## src/hwfs_map.svh

```systemverilog
`ifndef HWFS_MAP_SVH
`define HWFS_MAP_SVH

// ****************************************************************
// timing figures
// ****************************************************************
`define HWFS_CLK_MHZ     100
`define HWFS_WAKE_CYC    64
`define HWFS_FLASH_US    42
`define HWFS_POR_US      34
`define HWFS_FLASH_CYC   (`HWFS_FLASH_US * `HWFS_CLK_MHZ)
`define HWFS_POR_CYC     (`HWFS_POR_US * `HWFS_CLK_MHZ)
`define HWFS_CNT_W       13

// ****************************************************************
// reset values
// ****************************************************************
`define HWFS_RST_RUN     1'b0
`define HWFS_RST_RDY     1'b0
`define HWFS_RST_POR     1'b1
`define HWFS_RST_STOP    1'b0

`endif

```

## src/hwfs_pkg.sv

```systemverilog
`include "hwfs_map.svh"

package hwfs_pkg;

  typedef logic [`HWFS_CNT_W-1:0] hwfs_cnt_type;

  typedef enum logic [2:0] {
    hwfs_boot,
    hwfs_run,
    hwfs_halt,
    hwfs_ext,
    hwfs_wake,
    hwfs_por
  } hwfs_state_type;

endpackage

```

## src/hwfs_tmr_if.sv

```systemverilog
`timescale 1ns/1ps

interface hwfs_tmr_if;
  logic              ce;
  logic              start;
  logic              tick;
  hwfs_pkg::hwfs_cnt_type load;
  logic              done;

  modport ctl (output ce, output start, output tick, output load,
               input done);
  modport tmr (input ce, input start, input tick, input load,
               output done);
endinterface

```

## src/hwfs_timer.sv

```systemverilog
`timescale 1ns/1ps

module hwfs_timer (
  input  wire logic  i_core_clk,
  input  wire logic  i_rst,
  hwfs_tmr_if.tmr    t
);

  hwfs_pkg::hwfs_cnt_type cnt_r;

  // ****************************************************************
  // down counter, loaded by start, stepped by tick
  // ****************************************************************
  always_ff @(posedge i_core_clk) begin
    if (i_rst) begin
      cnt_r <= '0;
    end else if (t.ce) begin
      if (t.start) begin
        cnt_r <= t.load;
      end else if (t.tick && cnt_r != '0) begin
        cnt_r <= cnt_r - 1'b1;
      end
    end
  end

  assign t.done = (cnt_r == '0) && !t.start;

endmodule

```

## src/hwfs_sequencer.sv

```systemverilog
`timescale 1ns/1ps
`include "hwfs_map.svh"

module hwfs_sequencer #(
  parameter int FLASH_CYC = `HWFS_FLASH_CYC,
  parameter int POR_CYC   = `HWFS_POR_CYC
) (
  input  wire logic i_core_clk,
  input  wire logic i_rst,
  input  wire logic i_ce,
  input  wire logic i_cpu_tick,
  input  wire logic i_halt_req,
  input  wire logic i_wake,
  input  wire logic i_int_rst,
  input  wire logic i_ext_rst,
  output logic      o_cpu_run,
  output logic      o_flash_ready,
  output logic      o_clk_stopped
);

  hwfs_pkg::hwfs_state_type state_r;
  hwfs_pkg::hwfs_state_type state_nxt;
  logic                     por_r;
  logic                     wake_start;
  logic                     flash_start;
  hwfs_pkg::hwfs_cnt_type   flash_load;

  hwfs_tmr_if tif [2] ();

  // ****************************************************************
  // timers: 0 counts cpu ticks, 1 counts core cycles
  // ****************************************************************
  genvar gi;
  generate
    for (gi = 0; gi < 2; gi++) begin : g_tmr
      hwfs_timer u_tmr (
        .i_core_clk (i_core_clk),
        .i_rst      (i_rst),
        .t          (tif[gi])
      );
    end
  endgenerate

  assign tif[0].ce    = i_ce;
  assign tif[0].start = wake_start;
  assign tif[0].tick  = i_cpu_tick;
  assign tif[0].load  = `HWFS_CNT_W'(`HWFS_WAKE_CYC);
  assign tif[1].ce    = i_ce;
  assign tif[1].start = flash_start;
  assign tif[1].tick  = 1'b1;
  assign tif[1].load  = flash_load;

  // ****************************************************************
  // sequencing
  // ****************************************************************
  always_comb begin
    state_nxt   = state_r;
    wake_start  = 1'b0;
    flash_start = 1'b0;
    flash_load  = hwfs_pkg::hwfs_cnt_type'(FLASH_CYC);
    case (state_r)
      hwfs_pkg::hwfs_boot: begin
        wake_start = 1'b1;
        state_nxt  = hwfs_pkg::hwfs_wake;
      end
      hwfs_pkg::hwfs_run: begin
        if (i_int_rst || i_ext_rst) begin
          state_nxt = hwfs_pkg::hwfs_ext;
        end else if (i_halt_req) begin
          state_nxt = hwfs_pkg::hwfs_halt;
        end
      end
      hwfs_pkg::hwfs_halt: begin
        if (i_ext_rst) begin
          flash_start = 1'b1;
          state_nxt   = hwfs_pkg::hwfs_ext;
        end else if (i_wake) begin
          wake_start  = 1'b1;
          flash_start = 1'b1;
          state_nxt   = hwfs_pkg::hwfs_wake;
        end
      end
      hwfs_pkg::hwfs_ext: begin
        if (!i_ext_rst && !i_int_rst) begin
          wake_start = 1'b1;
          state_nxt  = hwfs_pkg::hwfs_wake;
        end
      end
      hwfs_pkg::hwfs_wake: begin
        if (tif[0].done && (o_flash_ready || por_r)) begin
          if (por_r) begin
            flash_start = 1'b1;
            flash_load  = hwfs_pkg::hwfs_cnt_type'(POR_CYC);
            state_nxt   = hwfs_pkg::hwfs_por;
          end else begin
            state_nxt = hwfs_pkg::hwfs_run;
          end
        end
      end
      hwfs_pkg::hwfs_por: begin
        if (tif[1].done) begin
          state_nxt = hwfs_pkg::hwfs_run;
        end
      end
      default: begin
        state_nxt = hwfs_pkg::hwfs_boot;
      end
    endcase
  end

  always_ff @(posedge i_core_clk) begin
    if (i_rst) begin
      state_r <= hwfs_pkg::hwfs_boot;
    end else if (i_ce) begin
      state_r <= state_nxt;
    end
  end

  always_ff @(posedge i_core_clk) begin
    if (i_rst) begin
      por_r <= `HWFS_RST_POR;
    end else if (i_ce && state_r == hwfs_pkg::hwfs_por
                 && tif[1].done) begin
      por_r <= 1'b0;
    end
  end

  // ****************************************************************
  // outputs
  // ****************************************************************
  always_ff @(posedge i_core_clk) begin
    if (i_rst) begin
      o_cpu_run <= `HWFS_RST_RUN;
    end else if (i_ce) begin
      o_cpu_run <= (state_nxt == hwfs_pkg::hwfs_run);
    end
  end

  always_ff @(posedge i_core_clk) begin
    if (i_rst) begin
      o_clk_stopped <= `HWFS_RST_STOP;
    end else if (i_ce) begin
      o_clk_stopped <= (state_nxt == hwfs_pkg::hwfs_halt);
    end
  end

  always_ff @(posedge i_core_clk) begin
    if (i_rst) begin
      o_flash_ready <= `HWFS_RST_RDY;
    end else if (i_ce) begin
      if (state_nxt == hwfs_pkg::hwfs_halt) begin
        o_flash_ready <= 1'b0;
      end else if (tif[1].done && (state_r == hwfs_pkg::hwfs_por ||
                   (!por_r && (state_r == hwfs_pkg::hwfs_ext ||
                    state_r == hwfs_pkg::hwfs_wake)))) begin
        o_flash_ready <= 1'b1;
      end
    end
  end

  // ****************************************************************
  // checks
  // ****************************************************************
  logic [6:0]              tick_seen_r;
  hwfs_pkg::hwfs_cnt_type  gap_r;
  hwfs_pkg::hwfs_cnt_type  por_gap_r;

  always_ff @(posedge i_core_clk) begin
    if (i_rst || (i_ce && wake_start)) begin
      tick_seen_r <= '0;
    end else if (i_ce && i_cpu_tick && tick_seen_r != 7'h7F) begin
      tick_seen_r <= tick_seen_r + 7'h01;
    end
  end

  always_ff @(posedge i_core_clk) begin
    if (i_rst || (i_ce && state_r == hwfs_pkg::hwfs_halt)) begin
      gap_r <= '0;
    end else if (i_ce && gap_r != '1) begin
      gap_r <= gap_r + 1'b1;
    end
  end

  always_ff @(posedge i_core_clk) begin
    if (i_rst || (i_ce && state_r != hwfs_pkg::hwfs_por)) begin
      por_gap_r <= '0;
    end else if (i_ce && por_gap_r != '1) begin
      por_gap_r <= por_gap_r + 1'b1;
    end
  end

  a_wake_tick_count: assert property (
    @(posedge i_core_clk) disable iff (i_rst)
    $rose(o_cpu_run) |-> tick_seen_r >= 7'(`HWFS_WAKE_CYC))
    else $error("cpu restarted before 64 cpu ticks");

  a_flash_before_run: assert property (
    @(posedge i_core_clk) disable iff (i_rst)
    o_cpu_run |-> o_flash_ready)
    else $error("cpu running while flash not ready");

  a_flash_recovery_span: assert property (
    @(posedge i_core_clk) disable iff (i_rst)
    $rose(o_flash_ready) && !$past(por_r) |-> gap_r >= FLASH_CYC)
    else $error("flash ready before recovery time");

  a_por_extra_delay: assert property (
    @(posedge i_core_clk) disable iff (i_rst)
    $rose(o_cpu_run) && $past(state_r) == hwfs_pkg::hwfs_por
    |-> por_gap_r >= POR_CYC)
    else $error("power-on extra delay too short");

  a_int_rst_no_wait: assert property (
    @(posedge i_core_clk) disable iff (i_rst)
    i_ce && o_cpu_run && state_r == hwfs_pkg::hwfs_run && i_int_rst
    |=> o_flash_ready [*8])
    else $error("internal reset dropped flash ready");

  a_run_both_done: assert property (
    @(posedge i_core_clk) disable iff (i_rst)
    $rose(o_cpu_run) |-> o_flash_ready
    && tick_seen_r >= 7'(`HWFS_WAKE_CYC))
    else $error("restart before both delays expired");

  c_halt_wake: cover property (@(posedge i_core_clk) disable iff (i_rst)
    $fell(o_clk_stopped) ##[1:1000] $rose(o_cpu_run));
  c_ext_rst_exit: cover property (@(posedge i_core_clk)
    disable iff (i_rst) o_clk_stopped && i_ext_rst);
  c_por_done: cover property (@(posedge i_core_clk) disable iff (i_rst)
    $fell(por_r));

endmodule

```

## config.mk

```make
export PLATFORM = sky130hd
export DESIGN_NAME = hwfs_sequencer
export DESIGN_NICKNAME = d
export VERILOG_FILES = /design/src/hwfs_pkg.sv /design/src/hwfs_tmr_if.sv /design/src/hwfs_timer.sv /design/src/hwfs_sequencer.sv
export VERILOG_INCLUDE_DIRS = /design/src
export SDC_FILE = /design/constraint.sdc
export NUM_CORES = 1
export LEC_CHECK = 0
export BUFFER_PORTS_ARGS = -buffer_cell sky130_fd_sc_hd__buf_2
export CAP_MARGIN = 20
export CORE_ASPECT_RATIO = 1.2
export CORE_MARGIN = 4
export CORE_UTILIZATION = 35
export CTS_CLUSTER_SIZE = 20
export DETAILED_ROUTE_END_ITERATION = 6
export SLEW_MARGIN = 40
export SYNTH_ARGS = -nofsm -noshare
export SYNTH_HDL_FRONTEND = slang
export SYNTH_HIERARCHICAL = 1
export SYNTH_SLANG_ARGS = --single-unit
```

## constraint.sdc

```tcl
create_clock -name i_core_clk -period 5.8 [get_ports i_core_clk]
set_input_delay 1.16 -clock i_core_clk [delete_from_list [all_inputs] [get_ports i_core_clk]]
set_output_delay 1.16 -clock i_core_clk [all_outputs]
set_load 0.005 [all_outputs]
```

==> results.cfg, run 1 <==
[finish]
diodes = 0
synthToLayoutAreaGrowth_pct = 9.14
final_cell_area_um2 = 2580
fillers = 702
multi_input_area_um2 = 1590
nNetsFinal = 327
drive_gt1_share_pct = 12.3
final_core_util_pct = 39.8
regArea_um2 = 661

[timing]
slew_viol_final = 0
setup_viol = 0
hold_viol = 0
finalClockSkew_ns = 0.00926
setup_tns_ns = 0
worst_pin_slew_ns = 0.773
fin_crit_ns = 4.23
rsz0062_at_grt = no
slew_headroom_pct = 48.0
fmaxAchievable_ghz = 0.236
post-route-period-util_pct = 73.0

[clocking]
htreeDepth = 2
clock_sinks = 33
clock_latency_ns = 0.28
cts.clk_slew.worst_paths_ns = 0.06
clockBufferDepth = 2
root_buffer = clkbuf_8
numCtsBuffers = 5
cts_setup_buffers = 0
postCtsResizedCells = 0
cts_tree = built
cts_hold_buf = 0

[setup_path]
cp-start-kind = input port
cp.depth = 16
crit_required_ns = 5.97
cp_cell_sequence = buf_2 > nand2b_1 > a211o_1 > o21ai_2 > or4_1 > or4_4 > inv_6 > nor2b_1 > nand3_1 > o31ai_4 > or4_1 > or4_4 > inv_6 > a221o_1 > o2111a_1 > a41o_1
critPathCaptureType = flop
rr_startpoint = state_r[0]
cp.arrival_ns = 4.40
critPathMaxStageDelay_ns = 0.55
worstPathBufferInverterCount = 3
critical_path.max_fanout = 16
worstSetupPathType = input port to flop
path_delay_family = simple AND/OR/NAND/NOR gates
reg2reg_slack_ns = 2.11
crit_path_start = i_ext_rst
ff2ff_path_depth = 14
r2r_end = o_cpu_run
worstSetupEndpoint = o_cpu_run
cp_slowest_cell = or4_4

[power]
comb_power_share_pct = 60.4
p_clk_share_pct = 12.3
ir_drop_v = 0.000224
p_sw_w = 0.000667
seqPwrFrac_pct = 27.3
p_sw_share_pct = 48.8
p_per_area_nw_per_um2 = 529
p_int_w = 0.000699
p_leak_nw = 0.964

[logic_synthesis]
synth_common_cells = dfxtp_1, o31ai_1, a21oi_1
synth_edf_count = 0
ys_seq_area_share_pct = 27.9
synthArstFlopShare_pct = 0
synthCells = 296
synth.most_common_cell = dfxtp_1
synth_cell_types = 54
syn_area_per_cell_um2 = 8.00
synth_warnings = 6
synth_largest_area_cell = dfxtp_1
synth_top_area_share_pct = 27.9
synthFlopType = dfxtp_1
synthesis.area_um2 = 2370
synthTopCellsByArea = dfxtp_1, o31ai_1, o311ai_0
synth_seq_cells = 33

[global_route]
grt_pass1_wl_um = 10500
grt_pass1_vias = 2170
grt_usage_pct = 15.1
antenna_found_initial = 0
grt_max_degree = 38
grt_overflow = 0

[floorplanning]
ios = 11
row_count = 32
die_area_um2 = 8150
chipWidth_um = 83.1
core_um2 = 6490
die_h_um = 98.1
start_util_pct = 36.5

[route]
first_pass_iters = 4
drcViolationCount = 0
drt_wl_total_um = 5960
vias = 2317
drt_iter0_markers = 106
avgRoutedWirePerCell_um = 14.9
final_antenna_net_count = 0
viasPerCell = 5.78

[placement]
routabilityCongestion = 0.796
io_buffers = 10
placed_cell_area_um2 = 2500
place_hpwl_um = 4010

[hold_path]
min_path_type = flop to flop

[run]
drv_cap = 0

[run_status]
status = finished clean
-- per-layer routing --
layer  global-route usage (%)  wire (um)
met3                     2.87        218
met5                        0          0
met1                     19.9       2710
met4                     4.40         72
met2                     25.1       2960
-- sequential cells by signal, summed over array words and instances, names as in the netlist --
signal and count:
g_tmr.u_tmr/cnt_r 26, state_r 3, o_clk_stopped 1, por_r 1
o_cpu_run 1, o_flash_ready 1
-- worst min-delay path by stage --
stage                                   from                       end  slack, ns  cells after the start
floorplan           g_tmr[0].u_tmr/cnt_r[11]  g_tmr[0].u_tmr/cnt_r[11]       0.45                      2
global placement    g_tmr[0].u_tmr/cnt_r[11]  g_tmr[0].u_tmr/cnt_r[11]       0.47                      2
detailed placement  g_tmr[0].u_tmr/cnt_r[11]  g_tmr[0].u_tmr/cnt_r[11]       0.48                      2
CTS                 g_tmr[0].u_tmr/cnt_r[11]  g_tmr[0].u_tmr/cnt_r[11]       0.49                      2
global route        g_tmr[0].u_tmr/cnt_r[12]  g_tmr[0].u_tmr/cnt_r[12]       0.52                      2
finish              g_tmr[0].u_tmr/cnt_r[12]  g_tmr[0].u_tmr/cnt_r[12]       0.49                      2
-- power groups by stage --
stage,sequential (W),clock (W),combinational [W]
6_report,0.000373,0.000168,0.000825
4_1_cts,0.000371,0.000177,0.000820
3_3_place_gp,0.000375,0,0.000813
3_5_place_dp,0.000376,0,0.000816
5_1_grt,0.000384,0.000185,0.000931
2_1_floorplan,0.000349,0,0.000776
-- area by class of cell --
| cell class | count | area share, % |
|---|---|---|
| timing repair buffer | 14 | 3.10 |
| multi-input combinational | 246 | 61.5 |
| inverter | 15 | 2.57 |
| tap | 85 | 4.12 |
| sequential | 33 | 25.6 |
| clock buffer | 8 | 3.10 |
-- cells by family after synthesis --
family	share of synthesized area, %
AO/OA/AOI/OAI	33.4
other	0.317
flip-flops	27.9
buffers and inverters	9.14
AND/OR/NAND/NOR	27.1
adder cells (fa/ha/maj)	2.11
-- metrics by stage --
stage	cells	hold slack, ns	worst slack, ns	power, W
after global routing	401	0.518	1.33	0.00150
after global placement	393	0.466	1.33	0.00119
after floorplan	318	0.452	1.40	0.00113
after CTS	401	0.493	1.57	0.00137
final	401	0.491	1.57	0.00137
after detailed placement	393	0.481	1.27	0.00119
-- tightest hold or removal path: stages (launching register included) --
cell	delay (ns)
dfxtp_1	0.31
o2111ai_1	0.07
o31ai_1	0.07
-- cell usage in the layout, fill, tap and decap left out, drive strengths merged, types with 10 or more instances in the layout --
cell type  count
dfxtp         33
conb          24
o31ai         23
a21oi         21
nor2          21
inv           15
o311ai        14
nor4          14
nor3          14
nand2         14
buf           14
or4           10
No activity file was read; power rests on OpenSTA's default activity.
==> run 2: changes to the inputs <==
clock period = 3.6 ns   (was 5.8 ns; I/O delays follow)
==> run 2 against run 1 <==
Final area up 6.4%. Total power up 83%. Hold slack worse by 0.015 ns. Sequential share of layout area down 1.5 points. Count of clock-buffer cells in the layout down 1. Combinational power up 85%. Critical path type unchanged. Critical endpoint is now o_flash_ready. Largest cell class unchanged.
==> results.cfg, run 2 (synthesized netlist as in run 1, its figures left out) <==
[timing]
hold_slack_ns = 0.476
fin_crit_ns = 3.41
worst_pin_slew_ns = 0.742
setup_viol = 0
fin_ws_ns = 0.185
finalClockSkew_ns = 0.00715
slew_headroom_pct = 50.0
fmaxAchievable_ghz = 0.293
post-route-period-util_pct = 94.8
slew_viol_final = 0
rsz0062_at_grt = no
hold_viol = 0
setup_tns_ns = 0

[power]
p_per_area_nw_per_um2 = 907
ir_drop_v = 0.000635
p_leak_nw = 1.06

[global_route]
grt_usage_pct = 15.2
grt_pass1_wl_um = 10500
grt_pass1_vias = 2214
grt_max_degree = 38
antenna_found_initial = 0
grt_overflow = 0

[placement]
placed_cell_area_um2 = 2630
dp_slack_ns = -0.0920
io_buffers = 10
routabilityCongestion = 0.821
place_hpwl_um = 4230

[route]
drcViolationCount = 0
drt_wl_total_um = 6210
final_antenna_net_count = 0
first_pass_iters = 4
viasPerCell = 5.72
avgRoutedWirePerCell_um = 15.0
vias = 2373
drt_iter0_markers = 139

[floorplanning]
row_count = 32
chipWidth_um = 83.1
core_um2 = 6490
ios = 11
die_h_um = 98.1
start_util_pct = 36.5
die_area_um2 = 8150

[clocking]
clockBufferDepth = 2
numCtsBuffers = 5
cts_tree = built
cts.clk_slew.worst_paths_ns = 0.08
root_buffer = clkbuf_8
clock_sinks = 33
clock_latency_ns = 0.29
htreeDepth = 2
cts_hold_buf = 0
postCtsResizedCells = 0
cts_setup_buffers = 0

[finish]
reg_top3 = g_tmr.u_tmr/cnt_r (26), state_r (3)
largest_reg_flops = 26
drive_gt1_share_pct = 17.3
synthToLayoutAreaGrowth_pct = 16.2
diodes = 0
layout_common_cells = dfxtp_1, conb_1, o31ai_1
final_common_cell = dfxtp_1
top_register = g_tmr.u_tmr/cnt_r
nNetsFinal = 341
final_cell_area_um2 = 2750
fillers = 691

[setup_path]
cp_slowest_cell = or4_1
critPathMaxStageDelay_ns = 0.56
crit_required_ns = 3.80
cp_cell_sequence = buf_2 > nand2b_1 > a211o_1 > o21ai_2 > or4_1 > or4_4 > inv_6 > nor2b_4 > nand3_2 > o31ai_4 > or4_1 > or4_4 > inv_6 > a221o_1 > o2111a_1 > a311oi_1
critical_path.max_fanout = 6
cp-start-kind = input port
cp.arrival_ns = 3.62
critPathCaptureType = flop
ff2ff_path_depth = 14
worstSetupPathType = input port to flop
rr_startpoint = state_r[1]
crit_path_start = i_ext_rst

[run_status]
status = finished clean

[hold_path]
min_path_type = flop to flop
worstHoldStart = g_tmr[0].u_tmr/cnt_r[11]
hold_path_depth = 2

[run]
drv_cap = 0
run 2: power breakdown:
group          total (W)  switching, W  internal (W)
combinational    0.00153      0.000850      0.000676
sequential      0.000595      0.000125      0.000470
clock           0.000373      0.000147      0.000226
run 2: path summary, 6_finish.rpt:
| check | slack (ns) | to |
|---|---|---|
| setup / recovery | 0.19 | o_flash_ready |
| setup reg to reg | 0.28 | o_flash_ready |
| hold / removal | 0.48 | g_tmr[0].u_tmr/cnt_r[11] |
| hold reg to reg | 0.48 | g_tmr[0].u_tmr/cnt_r[11] |
run 2: layout make-up:
cell class	instances	area, um^2	area share [%]
Sequential cell	33	661	24.0
Clock inverter	1	30.0	1.09
Timing Repair Buffer	28	198	7.19
Multi-Input combinational cell	246	1600	58.3
Tap cell	85	106	3.87
Clock buffer	7	86.3	3.14
Inverter	15	66.3	2.41
run 2: critical path, delay by kind of cell:
kind	cells	cell delay, ns
and+or+nand+nor	7	1.68
AOI/OAI and AO/OA	6	1.00
buffers and inverters	3	0.21
run 2: stage by stage:
step                      util [%]  power (W)  instances
final                         42.4    0.00249        415
after floorplan                  -    0.00182        318
after CTS                     42.4    0.00250        415
after global routing          42.4    0.00270        415
after global placement        40.6    0.00211        407
after detailed placement      40.6    0.00212        407
run 2: layer usage:
layer  track usage (%)  vias up  part of all wire, %  wire length, um
met5                 0        -                    0                0
met4              3.90        0                 0.95               59
met3              2.87        7                  3.0              185
met2              26.0       44                   48             3000
met1              19.6     1104                   48             2970
li1                  -     1218                    -                -
